## src/verilog/bmc_defs.svh

```systemverilog
// Constants of the bus-master command and transmit auto-poll configuration block.
// Assumes a 100 MHz bus clock; included by bare name from the design files.
`ifndef BMC_DEFS_SVH
`define BMC_DEFS_SVH

// Register map and reset image
`define BMC_ACCESS_CTRL_OFF  8'h00
`define BMC_ACCESS_CTRL_RST  32'h0000_1000
`define BMC_PBL_RST          6'h10

// Field positions inside the access control register
`define BMC_MWI_BIT          24
`define BMC_MRL_BIT          23
`define BMC_MRM_BIT          21
`define BMC_POLL_MSB         18
`define BMC_POLL_LSB         17
`define BMC_CAL_MSB          15
`define BMC_CAL_LSB          14
`define BMC_PBL_MSB          13
`define BMC_PBL_LSB          8
`define BMC_BLE_BIT          7
`define BMC_DSL_MSB          6
`define BMC_DSL_LSB          2
`define BMC_BAR_BIT          1
`define BMC_SWR_BIT          0

// Alignment encodings turned into doubleword-offset masks
`define BMC_CAL_RSVD         2'h0
`define BMC_CAL_8DW_MASK     5'h07
`define BMC_CAL_16DW_MASK    5'h0F
`define BMC_CAL_32DW_MASK    5'h1F

// Bus command codes
`define BMC_CMD_MR           4'h6
`define BMC_CMD_MRL          4'hE
`define BMC_CMD_MRM          4'hC
`define BMC_CMD_MW           4'h7
`define BMC_CMD_MWI          4'hF

// Poll intervals and their cycle counts
`define BMC_CLK_PERIOD_NS    10
`define BMC_POLL1_US         200
`define BMC_POLL2_US         800
`define BMC_POLL3_US         1600
`define BMC_POLL1_CYC        (`BMC_POLL1_US * 1000 / `BMC_CLK_PERIOD_NS)
`define BMC_POLL2_CYC        (`BMC_POLL2_US * 1000 / `BMC_CLK_PERIOD_NS)
`define BMC_POLL3_CYC        (`BMC_POLL3_US * 1000 / `BMC_CLK_PERIOD_NS)
`define BMC_POLL_OFF         2'h0
`define BMC_POLL_CNT_W       18

`endif

```

## src/verilog/bmc_pkg.sv

```systemverilog
// Types shared by the bus-master command block and its poll timer.
// Assumes bmc_defs.svh is on the include path.
`include "bmc_defs.svh"

package bmc_pkg;

  // Descriptor fetch sequencer states
  typedef enum logic {
    FS_IDLE,
    FS_FETCH
  } fetch_state_t;

  // Whole state of the control module
  typedef struct packed {
    logic         mwi_en;
    logic         mrl_en;
    logic         mrm_en;
    logic [1:0]   poll_sel;
    logic [1:0]   cal;
    logic [5:0]   pbl;
    logic         ble;
    logic [4:0]   dsl;
    logic         bar;
    logic         swr;
    logic [31:0]  rdata;
    logic         cmd_valid;
    logic [3:0]   cmd_code;
    fetch_state_t fs;
    logic         fetch_req;
    logic         tx_start;
  } ctl_state_t;

  // Whole state of the poll timer
  typedef struct packed {
    logic [`BMC_POLL_CNT_W-1:0] cnt;
    logic                       susp_prev;
    logic                       tick;
  } tmr_state_t;

endpackage

```

## src/verilog/poll_if.sv

```systemverilog
// Carrier between the control module and its transmit auto-poll timer.
// Assumes both ends run on the same bus clock.
`timescale 1ns/10ps
`default_nettype none

interface poll_if;
  logic       susp;  // Transmitter is in the suspended state
  logic [1:0] sel;   // Auto-poll interval select
  logic       tick;  // One-cycle poll event

  modport timer (input susp, input sel, output tick);
  modport ctrl  (output susp, output sel, input tick);
endinterface

`default_nettype wire

```

## src/verilog/tx_poll_timer.sv

```systemverilog
// Transmit auto-poll timer: emits one tick per interval while suspended.
// Assumes the suspend level and interval select are synchronous to ref_clk.
`timescale 1ns/10ps
`default_nettype none
`include "bmc_defs.svh"

module tx_poll_timer #(
  parameter logic [`BMC_POLL_CNT_W-1:0] POLL1_CYC = `BMC_POLL_CNT_W'(`BMC_POLL1_CYC),
  parameter logic [`BMC_POLL_CNT_W-1:0] POLL2_CYC = `BMC_POLL_CNT_W'(`BMC_POLL2_CYC),
  parameter logic [`BMC_POLL_CNT_W-1:0] POLL3_CYC = `BMC_POLL_CNT_W'(`BMC_POLL3_CYC)
) (
  input  wire logic ref_clk,
  input  wire logic sys_rst,
  poll_if.timer     p
);
  import bmc_pkg::*;

  tmr_state_t                 s_q;
  tmr_state_t                 s_d;
  logic [`BMC_POLL_CNT_W-1:0] last_cnt;

  ////////////////////////////////////////////////////////////////////////////
  // Interval select; a zero select gives a terminal count of zero and is kept from ticking by the clear below
  always_comb begin
    case (p.sel)
      2'h1:    last_cnt = POLL1_CYC - 1'b1;
      2'h2:    last_cnt = POLL2_CYC - 1'b1;
      2'h3:    last_cnt = POLL3_CYC - 1'b1;
      default: last_cnt = '0;
    endcase
  end

  // Counter restarts on entry to suspend and is held at zero outside it
  always_comb begin
    s_d           = s_q;
    s_d.susp_prev = p.susp;
    s_d.tick      = 1'b0;
    if (!p.susp || !s_q.susp_prev || p.sel == `BMC_POLL_OFF) begin
      s_d.cnt = '0;
    end else if (s_q.cnt == last_cnt) begin
      s_d.cnt  = '0;
      s_d.tick = 1'b1;
    end else begin
      s_d.cnt = s_q.cnt + 1'b1;
    end
  end

  always_ff @(posedge ref_clk or posedge sys_rst) begin
    if (sys_rst) begin
      s_q <= '0;
    end else begin
      s_q <= s_d;
    end
  end

  assign p.tick = s_q.tick;

  ////////////////////////////////////////////////////////////////////////////
  // Checks on the timer
  AST_POLL_OFF: assert property (@(posedge ref_clk) disable iff (sys_rst)
    p.sel == `BMC_POLL_OFF |=> !s_q.tick)
    else $error("poll tick while auto-poll is disabled");
  AST_SUSP_STOP: assert property (@(posedge ref_clk) disable iff (sys_rst)
    !p.susp |=> s_q.cnt == '0 && !s_q.tick)
    else $error("poll timer ran outside suspend");
  AST_SUSP_RESTART: assert property (@(posedge ref_clk) disable iff (sys_rst)
    $rose(p.susp) |=> s_q.cnt == '0)
    else $error("poll interval did not restart on suspend entry");
  AST_TICK_PERIOD: assert property (@(posedge ref_clk) disable iff (sys_rst)
    s_q.tick && p.sel != `BMC_POLL_OFF |-> s_q.cnt == '0 ##1 s_q.cnt <= 1)
    else $error("poll counter did not restart after tick");
  COV_TICK: cover property (@(posedge ref_clk) disable iff (sys_rst) s_q.tick);

endmodule

`default_nettype wire

```

## src/verilog/bus_master_cmd_cfg.sv

```systemverilog
// Bus access control register and bus-master command selection with auto-poll.
// Assumes requests, register strobes and descriptor answers are synchronous to ref_clk.
//
// Notes on behaviour
// - With write-invalidate disabled every write uses the plain memory write command.
// - With write-invalidate enabled an aligned write of at least a full line uses it.
// - With read-line enabled a read reaching a line boundary uses read line unless read multiple applies, else plain read.
// - With read-multiple enabled an aligned full-line read uses it, misaligned ones do not.
// - The auto-poll field selects off, 200 us, 800 us or 1600 us poll intervals.
// - The register sits at offset zero, resets to 0x00001000 and reads zero in reserved bits.
// - The alignment field gives the line as 8, 16 or 32 doublewords; 00 means none.
// - Each poll event with no fetch outstanding fetches the transmit descriptor and starts transmit if the device owns it.
`timescale 1ns/10ps
`default_nettype none
`include "bmc_defs.svh"

module bus_master_cmd_cfg #(
  parameter int unsigned POLL1_CYC = `BMC_POLL1_CYC,
  parameter int unsigned POLL2_CYC = `BMC_POLL2_CYC,
  parameter int unsigned POLL3_CYC = `BMC_POLL3_CYC
) (
  input  wire logic        ref_clk,
  input  wire logic        sys_rst,
  input  wire logic        csr_wr_en,
  input  wire logic        csr_rd_en,
  input  wire logic [7:0]  csr_addr,
  input  wire logic [31:0] csr_wdata,
  output var  logic [31:0] csr_rdata,
  input  wire logic        req_valid,
  input  wire logic        req_write,
  input  wire logic [31:0] req_addr,
  input  wire logic [7:0]  req_len_dw,
  output var  logic        cmd_valid,
  output var  logic [3:0]  cmd_code,
  input  wire logic        tx_suspended,
  output var  logic        desc_fetch_req,
  input  wire logic        desc_fetch_done,
  input  wire logic        desc_owned,
  output var  logic        tx_start,
  output var  logic        soft_reset
);
  import bmc_pkg::*;

  ctl_state_t s_q;
  ctl_state_t s_d;
  logic [4:0] line_mask;
  logic       line_ok;
  logic [4:0] line_off;
  logic [5:0] line_len;
  logic       aligned;
  logic       full_line;
  logic       reach_bound;
  logic       acc_sel;
  poll_if     pif ();

  ////////////////////////////////////////////////////////////////////////////
  // Line geometry of the current request from the alignment field
  always_comb begin
    case (s_q.cal)
      2'h1:    line_mask = `BMC_CAL_8DW_MASK;
      2'h2:    line_mask = `BMC_CAL_16DW_MASK;
      2'h3:    line_mask = `BMC_CAL_32DW_MASK;
      default: line_mask = 5'h00;
    endcase
  end

  // Reserved alignment disables every cache-line command
  assign line_ok     = s_q.cal != `BMC_CAL_RSVD;
  assign line_off    = req_addr[6:2] & line_mask;
  assign line_len    = {1'b0, line_mask} + 6'h01;
  assign aligned     = line_off == 5'h00;
  assign full_line   = req_len_dw >= {2'b00, line_len};
  assign reach_bound = ({4'h0, line_off} + {1'b0, req_len_dw}) >= {3'b000, line_len};
  assign acc_sel     = csr_addr == `BMC_ACCESS_CTRL_OFF;

  ////////////////////////////////////////////////////////////////////////////
  // Register image; reserved bits are tied to zero
  function automatic logic [31:0] reg_image(input ctl_state_t s);
    reg_image = {7'h00, s.mwi_en, s.mrl_en, 1'b0, s.mrm_en, 2'b00, s.poll_sel,
                 1'b0, s.cal, s.pbl, s.ble, s.dsl, s.bar, s.swr};
  endfunction

  // Next state: register access, command choice and descriptor fetch
  always_comb begin
    s_d           = s_q;
    s_d.swr       = 1'b0; // Self-clearing pulse into the engine reset
    s_d.cmd_valid = req_valid;
    s_d.tx_start  = 1'b0;
    s_d.rdata     = (csr_rd_en && acc_sel) ? reg_image(s_q) : 32'h0000_0000;
    // Field changes assume the engines are idle; nothing here guards them
    if (csr_wr_en && acc_sel) begin
      s_d.mwi_en   = csr_wdata[`BMC_MWI_BIT];
      s_d.mrl_en   = csr_wdata[`BMC_MRL_BIT];
      s_d.mrm_en   = csr_wdata[`BMC_MRM_BIT];
      s_d.poll_sel = csr_wdata[`BMC_POLL_MSB:`BMC_POLL_LSB];
      s_d.cal      = csr_wdata[`BMC_CAL_MSB:`BMC_CAL_LSB];
      s_d.pbl      = csr_wdata[`BMC_PBL_MSB:`BMC_PBL_LSB];
      s_d.ble      = csr_wdata[`BMC_BLE_BIT];
      s_d.dsl      = csr_wdata[`BMC_DSL_MSB:`BMC_DSL_LSB];
      s_d.bar      = csr_wdata[`BMC_BAR_BIT];
      s_d.swr      = csr_wdata[`BMC_SWR_BIT];
    end
    // Command choice; multiple wins over line when both apply
    if (req_valid) begin
      if (req_write) begin
        if (s_q.mwi_en && line_ok && aligned && full_line) begin
          s_d.cmd_code = `BMC_CMD_MWI;
        end else begin
          s_d.cmd_code = `BMC_CMD_MW;
        end
      end else if (s_q.mrm_en && line_ok && aligned && full_line) begin
        s_d.cmd_code = `BMC_CMD_MRM;
      end else if (s_q.mrl_en && line_ok && reach_bound) begin
        s_d.cmd_code = `BMC_CMD_MRL;
      end else begin
        s_d.cmd_code = `BMC_CMD_MR;
      end
    end
    // Poll ticks during an outstanding fetch are dropped, not queued
    case (s_q.fs)
      FS_IDLE: begin
        if (pif.tick) begin
          s_d.fs        = FS_FETCH;
          s_d.fetch_req = 1'b1;
        end
      end
      FS_FETCH: begin
        if (desc_fetch_done) begin
          s_d.fs        = FS_IDLE;
          s_d.fetch_req = 1'b0;
          s_d.tx_start  = desc_owned;
        end
      end
      default: begin
        s_d.fs        = FS_IDLE;
        s_d.fetch_req = 1'b0;
      end
    endcase
  end

  // State register; only the burst length field is non-zero after reset
  always_ff @(posedge ref_clk or posedge sys_rst) begin
    if (sys_rst) begin
      s_q     <= '0;
      s_q.pbl <= `BMC_PBL_RST;
    end else begin
      s_q <= s_d;
    end
  end

  ////////////////////////////////////////////////////////////////////////////
  // Auto-poll timer on the bus clock
  assign pif.susp = tx_suspended;
  assign pif.sel  = s_q.poll_sel;

  tx_poll_timer #(
    .POLL1_CYC (`BMC_POLL_CNT_W'(POLL1_CYC)),
    .POLL2_CYC (`BMC_POLL_CNT_W'(POLL2_CYC)),
    .POLL3_CYC (`BMC_POLL_CNT_W'(POLL3_CYC))
  ) u_timer (
    .ref_clk (ref_clk),
    .sys_rst (sys_rst),
    .p       (pif.timer)
  );

  assign csr_rdata      = s_q.rdata;
  assign cmd_valid      = s_q.cmd_valid;
  assign cmd_code       = s_q.cmd_code;
  assign desc_fetch_req = s_q.fetch_req;
  assign tx_start       = s_q.tx_start;
  assign soft_reset     = s_q.swr;

  ////////////////////////////////////////////////////////////////////////////
  // Checks on command choice, register and fetch sequence
  AST_NO_MWI: assert property (@(posedge ref_clk) disable iff (sys_rst)
    req_valid && req_write && !s_q.mwi_en |=> cmd_valid && cmd_code == `BMC_CMD_MW)
    else $error("write used a non-plain command with invalidate disabled");
  AST_MWI_FULL: assert property (@(posedge ref_clk) disable iff (sys_rst)
    req_valid && req_write && s_q.mwi_en && line_ok && aligned && full_line
    |=> cmd_code == `BMC_CMD_MWI)
    else $error("full-line write did not use write and invalidate");
  AST_MRL_BOUND: assert property (@(posedge ref_clk) disable iff (sys_rst)
    req_valid && !req_write && s_q.mrl_en && line_ok && reach_bound
    && !(s_q.mrm_en && aligned && full_line) |=> cmd_code == `BMC_CMD_MRL)
    else $error("read reaching a line boundary did not use read line");
  AST_MR_PLAIN: assert property (@(posedge ref_clk) disable iff (sys_rst)
    req_valid && !req_write && !s_q.mrl_en && !s_q.mrm_en |=> cmd_code == `BMC_CMD_MR)
    else $error("read used a line command while disabled");
  AST_MRM_FULL: assert property (@(posedge ref_clk) disable iff (sys_rst)
    req_valid && !req_write && s_q.mrm_en && line_ok && aligned && full_line
    |=> cmd_code == `BMC_CMD_MRM)
    else $error("aligned full-line read did not use read multiple");
  AST_MRM_MISALIGN: assert property (@(posedge ref_clk) disable iff (sys_rst)
    req_valid && !req_write && !aligned |=> cmd_code != `BMC_CMD_MRM)
    else $error("misaligned read used read multiple");
  AST_CAL_RSVD: assert property (@(posedge ref_clk) disable iff (sys_rst)
    req_valid && s_q.cal == `BMC_CAL_RSVD
    |=> cmd_code == `BMC_CMD_MW || cmd_code == `BMC_CMD_MR)
    else $error("cache-line command with reserved alignment");
  AST_RSVD_ZERO: assert property (@(posedge ref_clk) disable iff (sys_rst)
    csr_rd_en && acc_sel |=> csr_rdata[31:25] == 7'h00 && !csr_rdata[22]
    && csr_rdata[20:19] == 2'b00 && !csr_rdata[16])
    else $error("reserved bits read non-zero");
  AST_FETCH_START: assert property (@(posedge ref_clk) disable iff (sys_rst)
    pif.tick && s_q.fs == FS_IDLE |=> desc_fetch_req)
    else $error("poll event did not request a descriptor fetch");
  AST_TX_START: assert property (@(posedge ref_clk) disable iff (sys_rst)
    s_q.fs == FS_FETCH && desc_fetch_done |=> tx_start == $past(desc_owned) && !desc_fetch_req)
    else $error("transmit start does not follow descriptor ownership");

  COV_MWI: cover property (@(posedge ref_clk) disable iff (sys_rst)
    cmd_valid && cmd_code == `BMC_CMD_MWI);
  COV_MRM: cover property (@(posedge ref_clk) disable iff (sys_rst)
    cmd_valid && cmd_code == `BMC_CMD_MRM);
  COV_MRL: cover property (@(posedge ref_clk) disable iff (sys_rst)
    cmd_valid && cmd_code == `BMC_CMD_MRL);
  COV_TX_START: cover property (@(posedge ref_clk) disable iff (sys_rst) tx_start);

endmodule

`default_nettype wire

```

## config.mk

```make
export PLATFORM = sky130hd
export DESIGN_NAME = bus_master_cmd_cfg
export DESIGN_NICKNAME = d
export VERILOG_FILES = /design/src/verilog/bmc_pkg.sv /design/src/verilog/poll_if.sv /design/src/verilog/tx_poll_timer.sv /design/src/verilog/bus_master_cmd_cfg.sv
export VERILOG_INCLUDE_DIRS = /design/src /design/src/verilog
export SDC_FILE = /design/constraint.sdc
export NUM_CORES = 1
export LEC_CHECK = 0
export BUFFER_PORTS_ARGS = -buffer_cell sky130_fd_sc_hd__clkbuf_2
export CAP_MARGIN = 20
export CORE_UTILIZATION = 40
export DETAILED_ROUTE_END_ITERATION = 10
export GPL_TIMING_DRIVEN = 0
export PLACE_DENSITY = 0.67
export RECOVER_POWER = 50
export SLEW_MARGIN = 20
export SYNTH_ARGS = -nofsm -noshare
export SYNTH_HDL_FRONTEND = slang
export SYNTH_SLANG_ARGS = --single-unit
```

## constraint.sdc

```tcl
create_clock -name ref_clk -period 4.9 [get_ports ref_clk]
set_input_delay 0.245 -clock ref_clk [delete_from_list [all_inputs] [get_ports ref_clk]]
set_output_delay 0.245 -clock ref_clk [all_outputs]
set_load 0.02 [all_outputs]
```

**Word-level counts from Yosys, hierarchy flattened**

Index checks and enable logic that the tools add are counted.

- Add/sub/neg operators: 3
- Bitwise operators: 2
- Equality and inequality tests: 9
- Mux-type cells: 16
- Reduce and logical (&&, ||, !) cells: 19
- $lt $le $gt $ge: 2

Operators by type and width:

| kind | number |
|---|---|
| 18-bit one-hot mux with 3 select lines | 1 |
| 18-bit two-way mux | 2 |
| 25-bit two-way mux | 1 |
| 18-bit by 1-bit adder with 18-bit output, second input constant | 1 |
| 18-bit == test | 1 |
| 4-bit two-way mux | 4 |
| 5-bit one-hot mux with 3 select lines | 1 |
| 1-bit logical AND | 10 |
| 5-bit by 8-bit adder with 9-bit output | 1 |
| 9-bit by 6-bit >= comparator with 1-bit output | 1 |
| 2-bit == test, second input constant | 4 |
| 8-bit by 6-bit >= comparator with 1-bit output | 1 |
| 8-bit zero test | 1 |
| 5-bit by 1-bit adder with 6-bit output, second input constant | 1 |
| 5-bit AND | 1 |
| 5-bit zero test | 1 |
| 2-bit by 1-bit == test with 1-bit output, second input constant | 2 |
| 1-bit two-way mux | 4 |
| 2-bit one-hot mux with 2 select lines | 1 |
| 3-bit two-way mux | 1 |
| 1-bit zero test | 2 |
| 2-bit zero test | 1 |
| 1-bit logical OR | 2 |
| 2-bit two-way mux | 1 |
| 5 further kinds | 5 |

- Flip-flop bits (word level): 74
- Input port bits: 89

**Logic depth before layout (Yosys ltp)**

Gate-level depths: netlist of run 1.

- Word-level depth: 9
- Depth in mapped cells: 13

**Cells and area by module**

A second synthesis of run 1 with hierarchy kept.

- Cells, all modules: 335
- Area total of the unflattened synthesis: 3663.5 µm²

Modules (own cells, without submodules):

| module | sequential area each (µm²) | area each (µm²) | times used | cells an instance |
|---|---|---|---|---|
| bus_master_cmd_cfg | 1252.5 | 2546.2 | 1 | 218 |
| tx_poll_timer | 500.5 | 1117.3 | 1 | 117 |

**Worst setup path after synthesis of run 1**

Ideal clock, no wire load.

- Path type: register -> register
- From: register s_q[55] (netlist name)
- To: register s_q (netlist bit cmd_code[3])
- Clock period less this slack: 3.235 ns
- Arrival: 3.096 ns
- Cell stages (with the launch flop): 14
- Setup slack: 1.665 ns
- Data required time: 4.761 ns
- Path buffers: 0
- Setup time: 0.139 ns
- Cells stage by stage: dfrtp_1 > nor2_1 > nor2b_1 > ha_1 > fa_1 > a21o_1 > a211oi_1 > nor2_1 > ha_1 > o211ai_1 > a21oi_1 > a2111oi_0 > nor4_1 > or4_1

- Cells in the longest elaborated chain, start to end: 9

Ends and longest elaborated chain:

| what | line | text |
|---|---|---|
| start, declared | bus_master_cmd_cfg.sv:44 | `ctl_state_t s_q;` |
| 2-bit == test / 2-bit by 1-bit == test with 1-bit output (equally long branches) | bus_master_cmd_cfg.sv:59 | `case (s_q.cal)` |
| 5-bit one-hot mux with 3 select lines | bus_master_cmd_cfg.sv:59 |  |
| 5-bit AND | bus_master_cmd_cfg.sv:69 | `assign line_off = req_addr[6:2] & line_mask;` |
| 5-bit by 8-bit adder with 9-bit output | bus_master_cmd_cfg.sv:73 | `assign reach_bound = ({4'h0, line_off} + {1'b0, req_len_dw}) >= {3'b000, line_len};` |
| 9-bit by 6-bit >= comparator with 1-bit output | bus_master_cmd_cfg.sv:73 |  |
| 1-bit logical AND | bus_master_cmd_cfg.sv:113 | `end else if (s_q.mrl_en && line_ok && reach_bound) begin` |
| 4-bit two-way mux | bus_master_cmd_cfg.sv:113 |  |
| 4-bit two-way mux | bus_master_cmd_cfg.sv:111 | `end else if (s_q.mrm_en && line_ok && aligned && full_line) begin` |
| 4-bit two-way mux * | bus_master_cmd_cfg.sv:105 | `if (req_write) begin` |

Every way passes the cells marked *; elsewhere a longest branch is shown, timed or not.
A chain may end at the register's enable or synchronous reset.

**Final worst setup path of run 1**

Ends and elaborated chain as after synthesis.

==> results of run 1 <==
==> per-layer routing <==
metal,track usage,vias to the layer above,part of all wire
li1,-,1284,-
met3,0.05780,9,0.053
met4,0.04592,0,0.014
met5,0,-,0
met2,0.2746,55,0.49
met1,0.1956,1210,0.44
==> state kept, by name, indices dropped and copies added, names as in the netlist <==
register	flops
csr_rdata	21
s_q	19
u_timer.s_q	19
cmd_code	4
pif.sel	2
cmd_valid	1
desc_fetch_req	1
soft_reset	1
tx_start	1
u_timer.p.tick	1
==> cell families (layout without fill, tap and decap cells) <==
group | count (synthesis) | after routing
flops | 70 | 70
mux | 22 | 22
fa+ha+maj | 19 | 19
buf+inv | 51 | 149
other cells | 1 | 11
compound gates | 22 | 22
xor+xnor | 22 | 22
simple gates | 121 | 121
==> synth_stat cells (all sizes together) (2+ instances only) <==
master,count,area (sq um)
buf,38,286.5
nor2b,6,37.54
nand3,7,35.03
ha,18,225.2
nand4,5,31.28
nand2b,2,12.51
a211oi,2,15.01
clkbuf,3,11.26
and3,6,37.54
or2,2,12.51
nand2,14,60.06
xnor2,11,96.34
nor3,7,35.03
dfrtp,69,1727
a21oi,6,30.03
xor2,11,96.34
and2,20,125.1
nor2,36,135.1
o22ai,2,12.51
o211ai,2,15.01
inv,10,37.54
nor4,6,37.54
mux2,21,236.5
and4,2,17.52
nor4b,4,35.03
a2111oi,2,17.52
==> critical path, delay by kind of cell, from the launching register on <==
| family | cells | cell delay, ns |
|---|---|---|
| adder cells (fa/ha/maj) | 3 | 0.93 |
| flip-flops | 1 | 0.44 |
| AO/OA/AOI/OAI | 5 | 1.02 |
| AND/OR/NAND/NOR | 5 | 1.10 |
==> per-stage QoR <==
step / power, W / hold slack [ns] / std cells / cell area [sq um]
CTS: 0.001213 / 0.001983 / 543 / 4387
finish: 0.001193 / 0.09701 / 544 / 4389
global route: 0.001251 / 0.09485 / 544 / 4389
global placement: 0.0007377 / 0.3704 / 525 / 4148
floorplan: 0.0006964 / 0.2764 / 338 / 3617
detailed placement: 0.0007450 / 0.1728 / 526 / 4178
==> how the worst max path moves through the flow <==
stage | startpoint | end | slack, ns | cells past startpoint
floorplan | s_q[55] | cmd_code[3] | 1.67 | 13
global placement | s_q[55] | cmd_code[3] | 1.30 | 13
detailed placement | s_q[55] | cmd_code[3] | 1.28 | 13
CTS | s_q[55] | cmd_code[3] | 1.25 | 13
global route | s_q[55] | cmd_code[3] | 0.93 | 13
finish | s_q[55] | cmd_code[3] | 1.29 | 13
==> what timing repair did <==
action,in CTS,in global routing
endpoints found under the setup margin,0,0
hold buffers,1,1
hold endpoints to repair,13,1
==> cell type report <==
class	instances	share of cell area
Sequential cell	70	0.3994
Buffer	41	0.06785
Clock inverter	6	0.01397
Multi-Input combinational cell	217	0.3483
Clock buffer	10	0.03136
Inverter	10	0.008837
Timing Repair Buffer	82	0.09949
Tap cell	108	0.03079
==> power by group <==
part	leakage, nW	internal, W	switching (W)
logic	1.21	0.0000574	0.0000683
registers	0.949	0.000594	0.0000110
clock network	0.102	0.000247	0.000215
total	2.26	0.000899	0.000294
==> impl_metrics.tcl, run 1 <==
set metrics [dict create \
    status "finished, final reports clean" \
    die_area_sq_mm 0.009332 \
    regArea_sq_mm 0.001753 \
    crit_chain "nor2_1, nor2b_1, ha_1, fa_1, a21o_1, a211oi_1, nor2_1, ha_1, o211ai_1, a21oi_1, a2111oi_0, nor4_1, or4_1" \
    yosys_warnings 0 \
    ys_ff_latch 70 \
    multi_input_area_sq_mm 0.001529 \
    h-tree-depth 3 \
    vias 2558 \
    syn_avg_cell_area_sq_um 10.91 \
    ys_seq_area_frac 0.4897 \
    fin_worst_skew_ns 0.006232 \
    setup_violations 0 \
    tightest_slew_ns 0.7003 \
    antenna_found_initial 0 \
    max_stage_delay_ns 0.44 \
    clkSinkCount 70 \
    r2r_setup_slack_ns 1.29 \
    min-delay-start "desc_fetch_done" \
    cts_tree "built" \
    reg2regPathDepth 13 \
    io-pin-count 129 \
    pwr_density_cell_mw_per_mm2 271.8 \
    synth_top_family_by_area "simple AND/OR/NAND/NOR gates" \
    fill_cells 850 \
    holdPathStages 2 \
    synthToLayoutAreaGrowth_pct 22.61 \
    grt_pass1_vias 2651 \
    syn-cell-area_sq_mm 0.003580 \
    synth_top_flop_cell "dfrtp_1" \
    startpoint_type "flop" \
    synth_xor_area_frac 0.05383 \
    grt_pass1_wl_mm 12.10 \
    place_ws_ns 1.279 \
    maxSlewViolCount 0 \
    final_cell_mix "clkbuf_2 (74), dfrtp_1 (69), nor2_1 (36), buf_4 (36), mux2_2 (21)" \
    synthMuxAreaShare 0.06886 \
    coreArea_sq_mm 0.008678 \
    period_needed_ns 3.608 \
    antenna_cells 0 \
    first_pass_iters 4 \
    slew-limit-headroom 0.5305 \
    clk_path_buf_depth 2 \
    initialDrtViolationCount 46 \
    via_per_inst 4.702 \
    critPathCaptureType "flop" \
    hold_path_class "in2reg" \
    hold_end "s_q[2]" \
    r2r_start "s_q[55]" \
    clkTransAtPathRegs_ns 0.07 \
    place.gp.congestion 0.8358 \
    final_common_cell "clkbuf_2" \
    yosys.area_share.simple 0.1797 \
    rows 34 \
    io_buffers 79 \
    wl_per_cell_microns 12.63 \
    power_leakage_nw 2.256 \
    final_util 0.5058 \
    ir_worst_vdd_mv 0.1388 \
    finalHoldViolations 0 \
    grt_usage 0.1627 \
    fin_crit_sh 0.7364 \
    grt_max_degree 58 \
    setup_slack_ns 1.292 \
    worst-setup-path-type "reg2reg" \
    post-dp-hpwl_mm 5.222 \
    fmax_mhz 277.1 \
    clock_latency_ns 0.35 \
    route.detailed.drc 0 \
    reg2reg_to "cmd_code[3]" \
    ant_nets 0 \
    postCtsSetupBuffers 0 \
    rsz0062_at_grt "no" \
    fin_tns_setup_ns 0 \
    crit_path_max_fanout 8 \
    initial_utilization 0.4125 \
    synthCells 328 \
    die_y_microns 96.60 \
    synthArstFlopShare 1.000 \
    synth_cell_types 45 \
    numCtsBuffers 9 \
    nNetsFinal 539 \
    layout-drive-gt1-share 0.3578 \
    drv_cap 0 \
    crit_arrival_ns 3.83 \
    cp.required_ns 5.12 \
    grt-ovfl-total 0 \
    post_cts_resized 0 \
    dieWidth_microns 96.60 \
    synth-compound-area-share 0.04474 \
    synthAdderAreaFrac 0.06851 \
    drt-total-wl_mm 6.872 \
    root_buffer "clkbuf_8" \
    synth_enable_flop_cells 0 \
    slowest_stage "dfrtp_1" \
]
No activity file was read; power rests on OpenSTA's default activity.
==> run 2, diff against run 1 <==
==> constraint.sdc (replaced) <==
create_clock -name ref_clk -period 3.45 [get_ports ref_clk]
set_input_delay 0.1725 -clock ref_clk [delete_from_list [all_inputs] [get_ports ref_clk]]
set_output_delay 0.1725 -clock ref_clk [all_outputs]
set_load 0.02 [all_outputs]
==> run 2 against run 1 <==
  * Hold slack got worse by 0.073 ns
  * Clock skew about the same
  * Cell area increased by 0.66%
  * Clock-buffer cell count unchanged
  * Maximum frequency increased by 11%
  * Combinational power increased by 46%
  * Worst setup slack got worse by 1.1 ns
  * Via count increased by 0.82%
  * Highest routed layer unchanged
==> impl_metrics.tcl, run 2 (synthesis results as in run 1) <==
set metrics [dict create \
    status "finished, final reports clean" \
    fmax_mhz 306.7 \
    drt-total-wl_mm 6.950 \
    startpoint_type "flop" \
    crit_path_max_fanout 8 \
    antenna_cells 0 \
    first_pass_iters 4 \
    crit_chain "nor2_4, buf_4, nor2b_1, ha_1, nor2b_1, a311o_1, xor2_1, ha_1, o211ai_1, a21oi_1, a2111oi_2, nor4_1, or4_1" \
    slew-limit-headroom 0.06635 \
    max_stage_delay_ns 0.46 \
    grt_pass1_wl_mm 12.10 \
    maxSlewViolCount 0 \
    final_cell_mix "clkbuf_2 (75), dfrtp_1 (67), buf_4 (40)" \
    initial_utilization 0.4125 \
    ir_worst_vdd_mv 0.1973 \
    fill_cells 840 \
    grt_max_degree 58 \
    numCtsBuffers 9 \
    power_frac_comb 0.108 \
    period_needed_ns 3.261 \
    cts_tree "built" \
    layout-drive-gt1-share 0.3750 \
    drv_cap 0 \
    clock_latency_ns 0.35 \
    crit_cells 13 \
    r2r_start "s_q[55]" \
    power_frac_clock 0.386 \
    io_buffers 79 \
    final_common_cell "clkbuf_2" \
    final_util 0.5091 \
    root_buffer "clkbuf_8" \
    cp_top_family "compound AO/OA/AOI/OAI gates" \
    io-pin-count 129 \
    clkTransAtPathRegs_ns 0.07 \
    switching_share 0.2483 \
    initialDrtViolationCount 50 \
    grt-ovfl-total 0 \
    setup_violations 0 \
    post-dp-hpwl_mm 5.222 \
    antenna_found_initial 0 \
    coreArea_sq_mm 0.008678 \
    h-tree-depth 3 \
    synthToLayoutAreaGrowth_pct 23.42 \
    grt_usage 0.1627 \
    die_y_microns 96.60 \
    slowest_stage "dfrtp_2" \
    crit_buf_inv 1 \
    vias 2579 \
    clkSinkCount 70 \
    crit_arrival_ns 3.48 \
    die_area_sq_mm 0.009332 \
    fin_worst_skew_ns 0.005915 \
    ant_nets 0 \
    rows 34 \
    place.gp.congestion 0.8358 \
    switchingPower_w 0.0004228 \
    clk_path_buf_depth 2 \
    hold-worst-slack_ns 0.02386 \
    route.detailed.drc 0 \
    dieWidth_microns 96.60 \
    reg2regPathDepth 13 \
    p_seq_frac 0.505 \
    pwr_density_cell_mw_per_mm2 385.4 \
    tightest_slew_ns 1.400 \
    hold_path_class "in2reg" \
    reg2reg_to "cmd_code[3]" \
    via_per_inst 4.706 \
    holdPathStages 2 \
    min-delay-start "desc_fetch_done" \
    fin_crit_sh 0.9451 \
    worst-setup-path-type "reg2reg" \
    r2r_setup_slack_ns 0.19 \
    largest_register_ffs 21 \
    grt_pass1_vias 2641 \
    cp.required_ns 3.67 \
    hold_end "s_q[2]" \
    wl_per_cell_microns 12.68 \
    finalHoldViolations 0 \
    stdcell_area_sq_mm 0.004418 \
    nNetsFinal 543 \
    power_leakage_nw 2.267 \
    placed_cell_area_sq_mm 0.004178 \
    critPathCaptureType "flop" \
    cell_internal_pwr_w 0.001280 \
]
-- run 2: final cells by class --
type,instances,area [sq um],share of cell area
sequential,70,1755,0.3973
multi-input combinational,217,1548,0.3503
timing repair buffer,86,444.2,0.1005
buffer,41,297.8,0.06740
clock buffer,10,137.6,0.03115
tap,108,135.1,0.03059
clock inverter,6,61.31,0.01388
inverter,10,38.79,0.008779
-- run 2: metal layers --
| layer | GRT usage | up-vias | routed length, microns |
|---|---|---|---|
| met4 | 0.04592 | 0 | 98 |
| met2 | 0.2736 | 55 | 3425 |
| met1 | 0.1965 | 1224 | 3095 |
| li1 | - | 1291 | - |
| met3 | 0.05780 | 9 | 330 |
| met5 | 0 | - | 0 |
-- run 2: power by group through the flow --
stage                     Combinational [W]  Sequential (W)  Clock (W)
after floorplan                    0.000109        0.000880          0
after global placement             0.000173        0.000875          0
after detailed placement           0.000181        0.000877          0
after CTS                          0.000185        0.000861   0.000679
after global routing               0.000209        0.000864   0.000710
final                              0.000184        0.000860   0.000658
-- run 2: worst max path at each step --
stage / from / end / slack, ns
after CTS: s_q[55] / cmd_code[3] / 0.05
final: s_q[55] / cmd_code[3] / 0.19
after global routing: s_q[55] / cmd_code[3] / -0.0001
after detailed placement: s_q[55] / cmd_code[3] / -0.17
after floorplan: s_q[55] / cmd_code[3] / 0.22
after global placement: s_q[55] / cmd_code[3] / -0.15
-- run 2: timing repair --
item / in CTS / in global routing
endpoints found under the hold margin: 14 / 0
buffers inserted: 0 / 4
setup endpoints to repair: 1 / 1
pin swaps: 0 / 1
gates resized for setup: 2 / 5
hold buffers: 2 / 0
-- run 2: through the flow --
step                      setup TNS (ns)  instances  total power (W)  worst slack, ns
after floorplan                        0        338        0.0009890           0.2154
after global placement           -0.1532        525         0.001048          -0.1532
after detailed placement         -0.1711        526         0.001058          -0.1711
after CTS                              0        544         0.001724          0.04924
after global routing          -0.0001212        548         0.001783       -0.0001212
final                                  0        548         0.001703           0.1894
==> run 3, diff against run 2 <==
--- a/config.mk
+++ b/config.mk
@@ -6,12 +6,11 @@
 export SDC_FILE = /design/constraint.sdc
 export NUM_CORES = 1
 export LEC_CHECK = 0
-export BUFFER_PORTS_ARGS = -buffer_cell sky130_fd_sc_hd__clkbuf_2
 export CAP_MARGIN = 20
 export CORE_UTILIZATION = 40
 export DETAILED_ROUTE_END_ITERATION = 10
+export DONT_BUFFER_PORTS = 1
 export GPL_TIMING_DRIVEN = 0
-export PLACE_DENSITY = 0.67
 export RECOVER_POWER = 50
 export SLEW_MARGIN = 20
 export SYNTH_ARGS = -nofsm -noshare
==> run 3 against run 2 <==
  * Clock power decreased by 3.2%
  * Wire length decreased by 3.3%
  * Maximum frequency increased by 2.3%
  * Critical path depth unchanged
  * Cell count decreased by 9.7%
  * Global-route usage decreased by 0.68 points
  * Non-clock buffer count decreased by 53
  * Via count decreased by 7.1%
  * Combinational power decreased by 14%
  * Largest cell class unchanged
==> impl_metrics.tcl, run 3 (synthesis results as in run 1) <==
set metrics [dict create \
    antenna_cells 0 \
    critical_path.most_common_cell "ha_1" \
    clk_path_buf_depth 2 \
    cp_top_family "compound AO/OA/AOI/OAI gates" \
    clock_latency_ns 0.35 \
    final_util 0.4924 \
    drv_cap 0 \
    first_pass_iters 5 \
    hold_path_class "in2reg" \
    place_inst 447 \
    tightest_slew_ns 1.178 \
    grt_max_degree 49 \
    io-pin-count 129 \
    setup_slack_ns 0.2614 \
    ir_worst_vdd_mv 0.2678 \
    drt-total-wl_mm 6.718 \
    regArea_sq_mm 0.001755 \
    crit_buf_inv 0 \
    grt-ovfl-total 0 \
    ant_nets 0 \
    power_frac_comb 0.096 \
    grt_usage 0.1558 \
    p_seq_frac 0.522 \
    finalHoldViolations 0 \
    root_buffer "clkbuf_8" \
    dieWidth_microns 96.60 \
    status "finished, final reports clean" \
    die_y_microns 96.60 \
    clkSinkCount 70 \
    switching_share 0.2781 \
    crit_arrival_ns 3.41 \
    pwr_density_cell_mw_per_mm2 389.8 \
    cell_internal_pwr_w 0.001202 \
    setup_violations 0 \
    startpoint_type "flop" \
    layout-drive-gt1-share 0.2274 \
    total_power_w 0.001666 \
    slew-limit-headroom 0.2145 \
    clkTransAtPathRegs_ns 0.08 \
    largest_register_ffs 21 \
    initialDrtViolationCount 51 \
    final_common_cell "dfrtp_1" \
    antenna_found_initial 0 \
    final_cell_mix "dfrtp_1 (67), buf_4 (38), nor2_1 (35)" \
    cts_tree "built" \
    fin_crit_sh 0.9242 \
    wl_per_cell_microns 13.57 \
    grt_pass1_vias 2512 \
    grt_pass1_wl_mm 11.65 \
    fmax_mhz 313.6 \
    worst-setup-path-type "reg2reg" \
    multi_input_area_sq_mm 0.001543 \
    coreArea_sq_mm 0.008678 \
    crit_path_max_fanout 7 \
    critPathCaptureType "flop" \
    maxSlewViolCount 0 \
    cp.required_ns 3.67 \
    slowest_stage "dfrtp_2" \
    rsz0062_at_grt "no" \
    vias 2395 \
    hold-worst-slack_ns 0.02617 \
    instances_no_fill 495 \
    via_per_inst 4.838 \
    max_stage_delay_ns 0.46 \
    numCtsBuffers 9 \
    h-tree-depth 3 \
    post-dp-hpwl_mm 4.756 \
    fin_worst_skew_ns 0.007891 \
    io_buffers 0 \
    power_leakage_nw 2.041 \
    period_needed_ns 3.189 \
    initial_utilization 0.4125 \
    power_frac_clock 0.382 \
    rows 34 \
    crit_chain "nor2_4, nor2b_1, ha_1, fa_1, a21o_1, a211oi_1, nor2_1, ha_1, o211ai_1, a21oi_1, a2111oi_2, nor4_1, or4_1" \
    fill_cells 817 \
    die_area_sq_mm 0.009332 \
    place.gp.congestion 0.8114 \
    synthToLayoutAreaGrowth_pct 19.36 \
    route.detailed.drc 0 \
    place_ws_ns -0.1836 \
    switchingPower_w 0.0004632 \
    nNetsFinal 490 \
]
run 3: cell count changes in the layout (fill, tap and decap cells not counted):
cell	change
a211oi_2	-1
a211oi_1	+1
clkinv_4	+1
inv_8	+2
bufinv_16	-1
buf_4	-2
dlygate4sd3_1	+27
clkbuf_8	-1
clkbuf_1	-4
clkinv_2	-3
clkbuf_2	-74
inv_6	+2
run 3: power by group through the flow:
stage / registers (W) / clock network, W / logic [W]
floorplan: 0.000880 / 0 / 0.000109
global placement: 0.000884 / 0 / 0.000125
detailed placement: 0.000885 / 0 / 0.000131
CTS: 0.000869 / 0.000655 / 0.000159
global route: 0.000874 / 0.000693 / 0.000180
finish: 0.000869 / 0.000637 / 0.000159
run 3: area by class of cell:
type / instances / area share
multi-input cells: 217 / 0.3611
well taps: 108 / 0.03163
repair buffers: 33 / 0.07438
flip-flops and latches: 70 / 0.4108
plain buffers: 41 / 0.06881
clock buffers: 9 / 0.02899
inverters: 10 / 0.009078
clock inverters: 7 / 0.01523
run 3: what timing repair did:
| action | in CTS | in global routing |
|---|---|---|
| hold buffers | 29 | 0 |
| gates resized for setup | 2 | 4 |
| hold endpoints to repair | 100 | 0 |
| setup endpoints to repair | 1 | 1 |
| pin swaps | 0 | 2 |
| buffers inserted | 0 | 3 |
run 3: worst register-to-register path, stage by stage (launching register included):
cell	delay, ns
dfrtp_2	0.46
nor2_4	0.19
nor2b_1	0.07
ha_1	0.21
fa_1	0.42
a21o_1	0.20
a211oi_1	0.24
nor2_1	0.07
ha_1	0.28
o211ai_1	0.09
a21oi_1	0.07
a2111oi_2	0.31
nor4_1	0.07
or4_1	0.39
run 3: layer usage:
metal  wire length [microns]  track usage  up-vias
met1                    2991       0.1957     1137
met3                     458      0.05275       13
met5                       0            0        -
met2                    3152       0.2481       63
li1                        -            -     1182
met4                     114      0.05970        0
run 3: path summary, 6_finish.rpt:
check	from	end	slack (ns)	cells after the start
max	s_q[54]	cmd_code[3]	0.26	13
min	req_write	cmd_code[1]	0.03	2
max reg2reg	s_q[54]	cmd_code[3]	0.26	13
min reg2reg	cmd_code[2]	cmd_code[2]	0.47	1
max in group asynchronous	sys_rst	s_q[54]	1.30	3
min in group asynchronous	sys_rst	cmd_valid	0.44	2
run 3: through the flow:
| stage | area, sq um | TNS [ns] |
|---|---|---|
| floorplan | 3617 | 0 |
| global placement | 3752 | -0.1572 |
| detailed placement | 3782 | -0.1836 |
| CTS | 4269 | 0 |
| global route | 4273 | 0 |
| finish | 4273 | 0 |
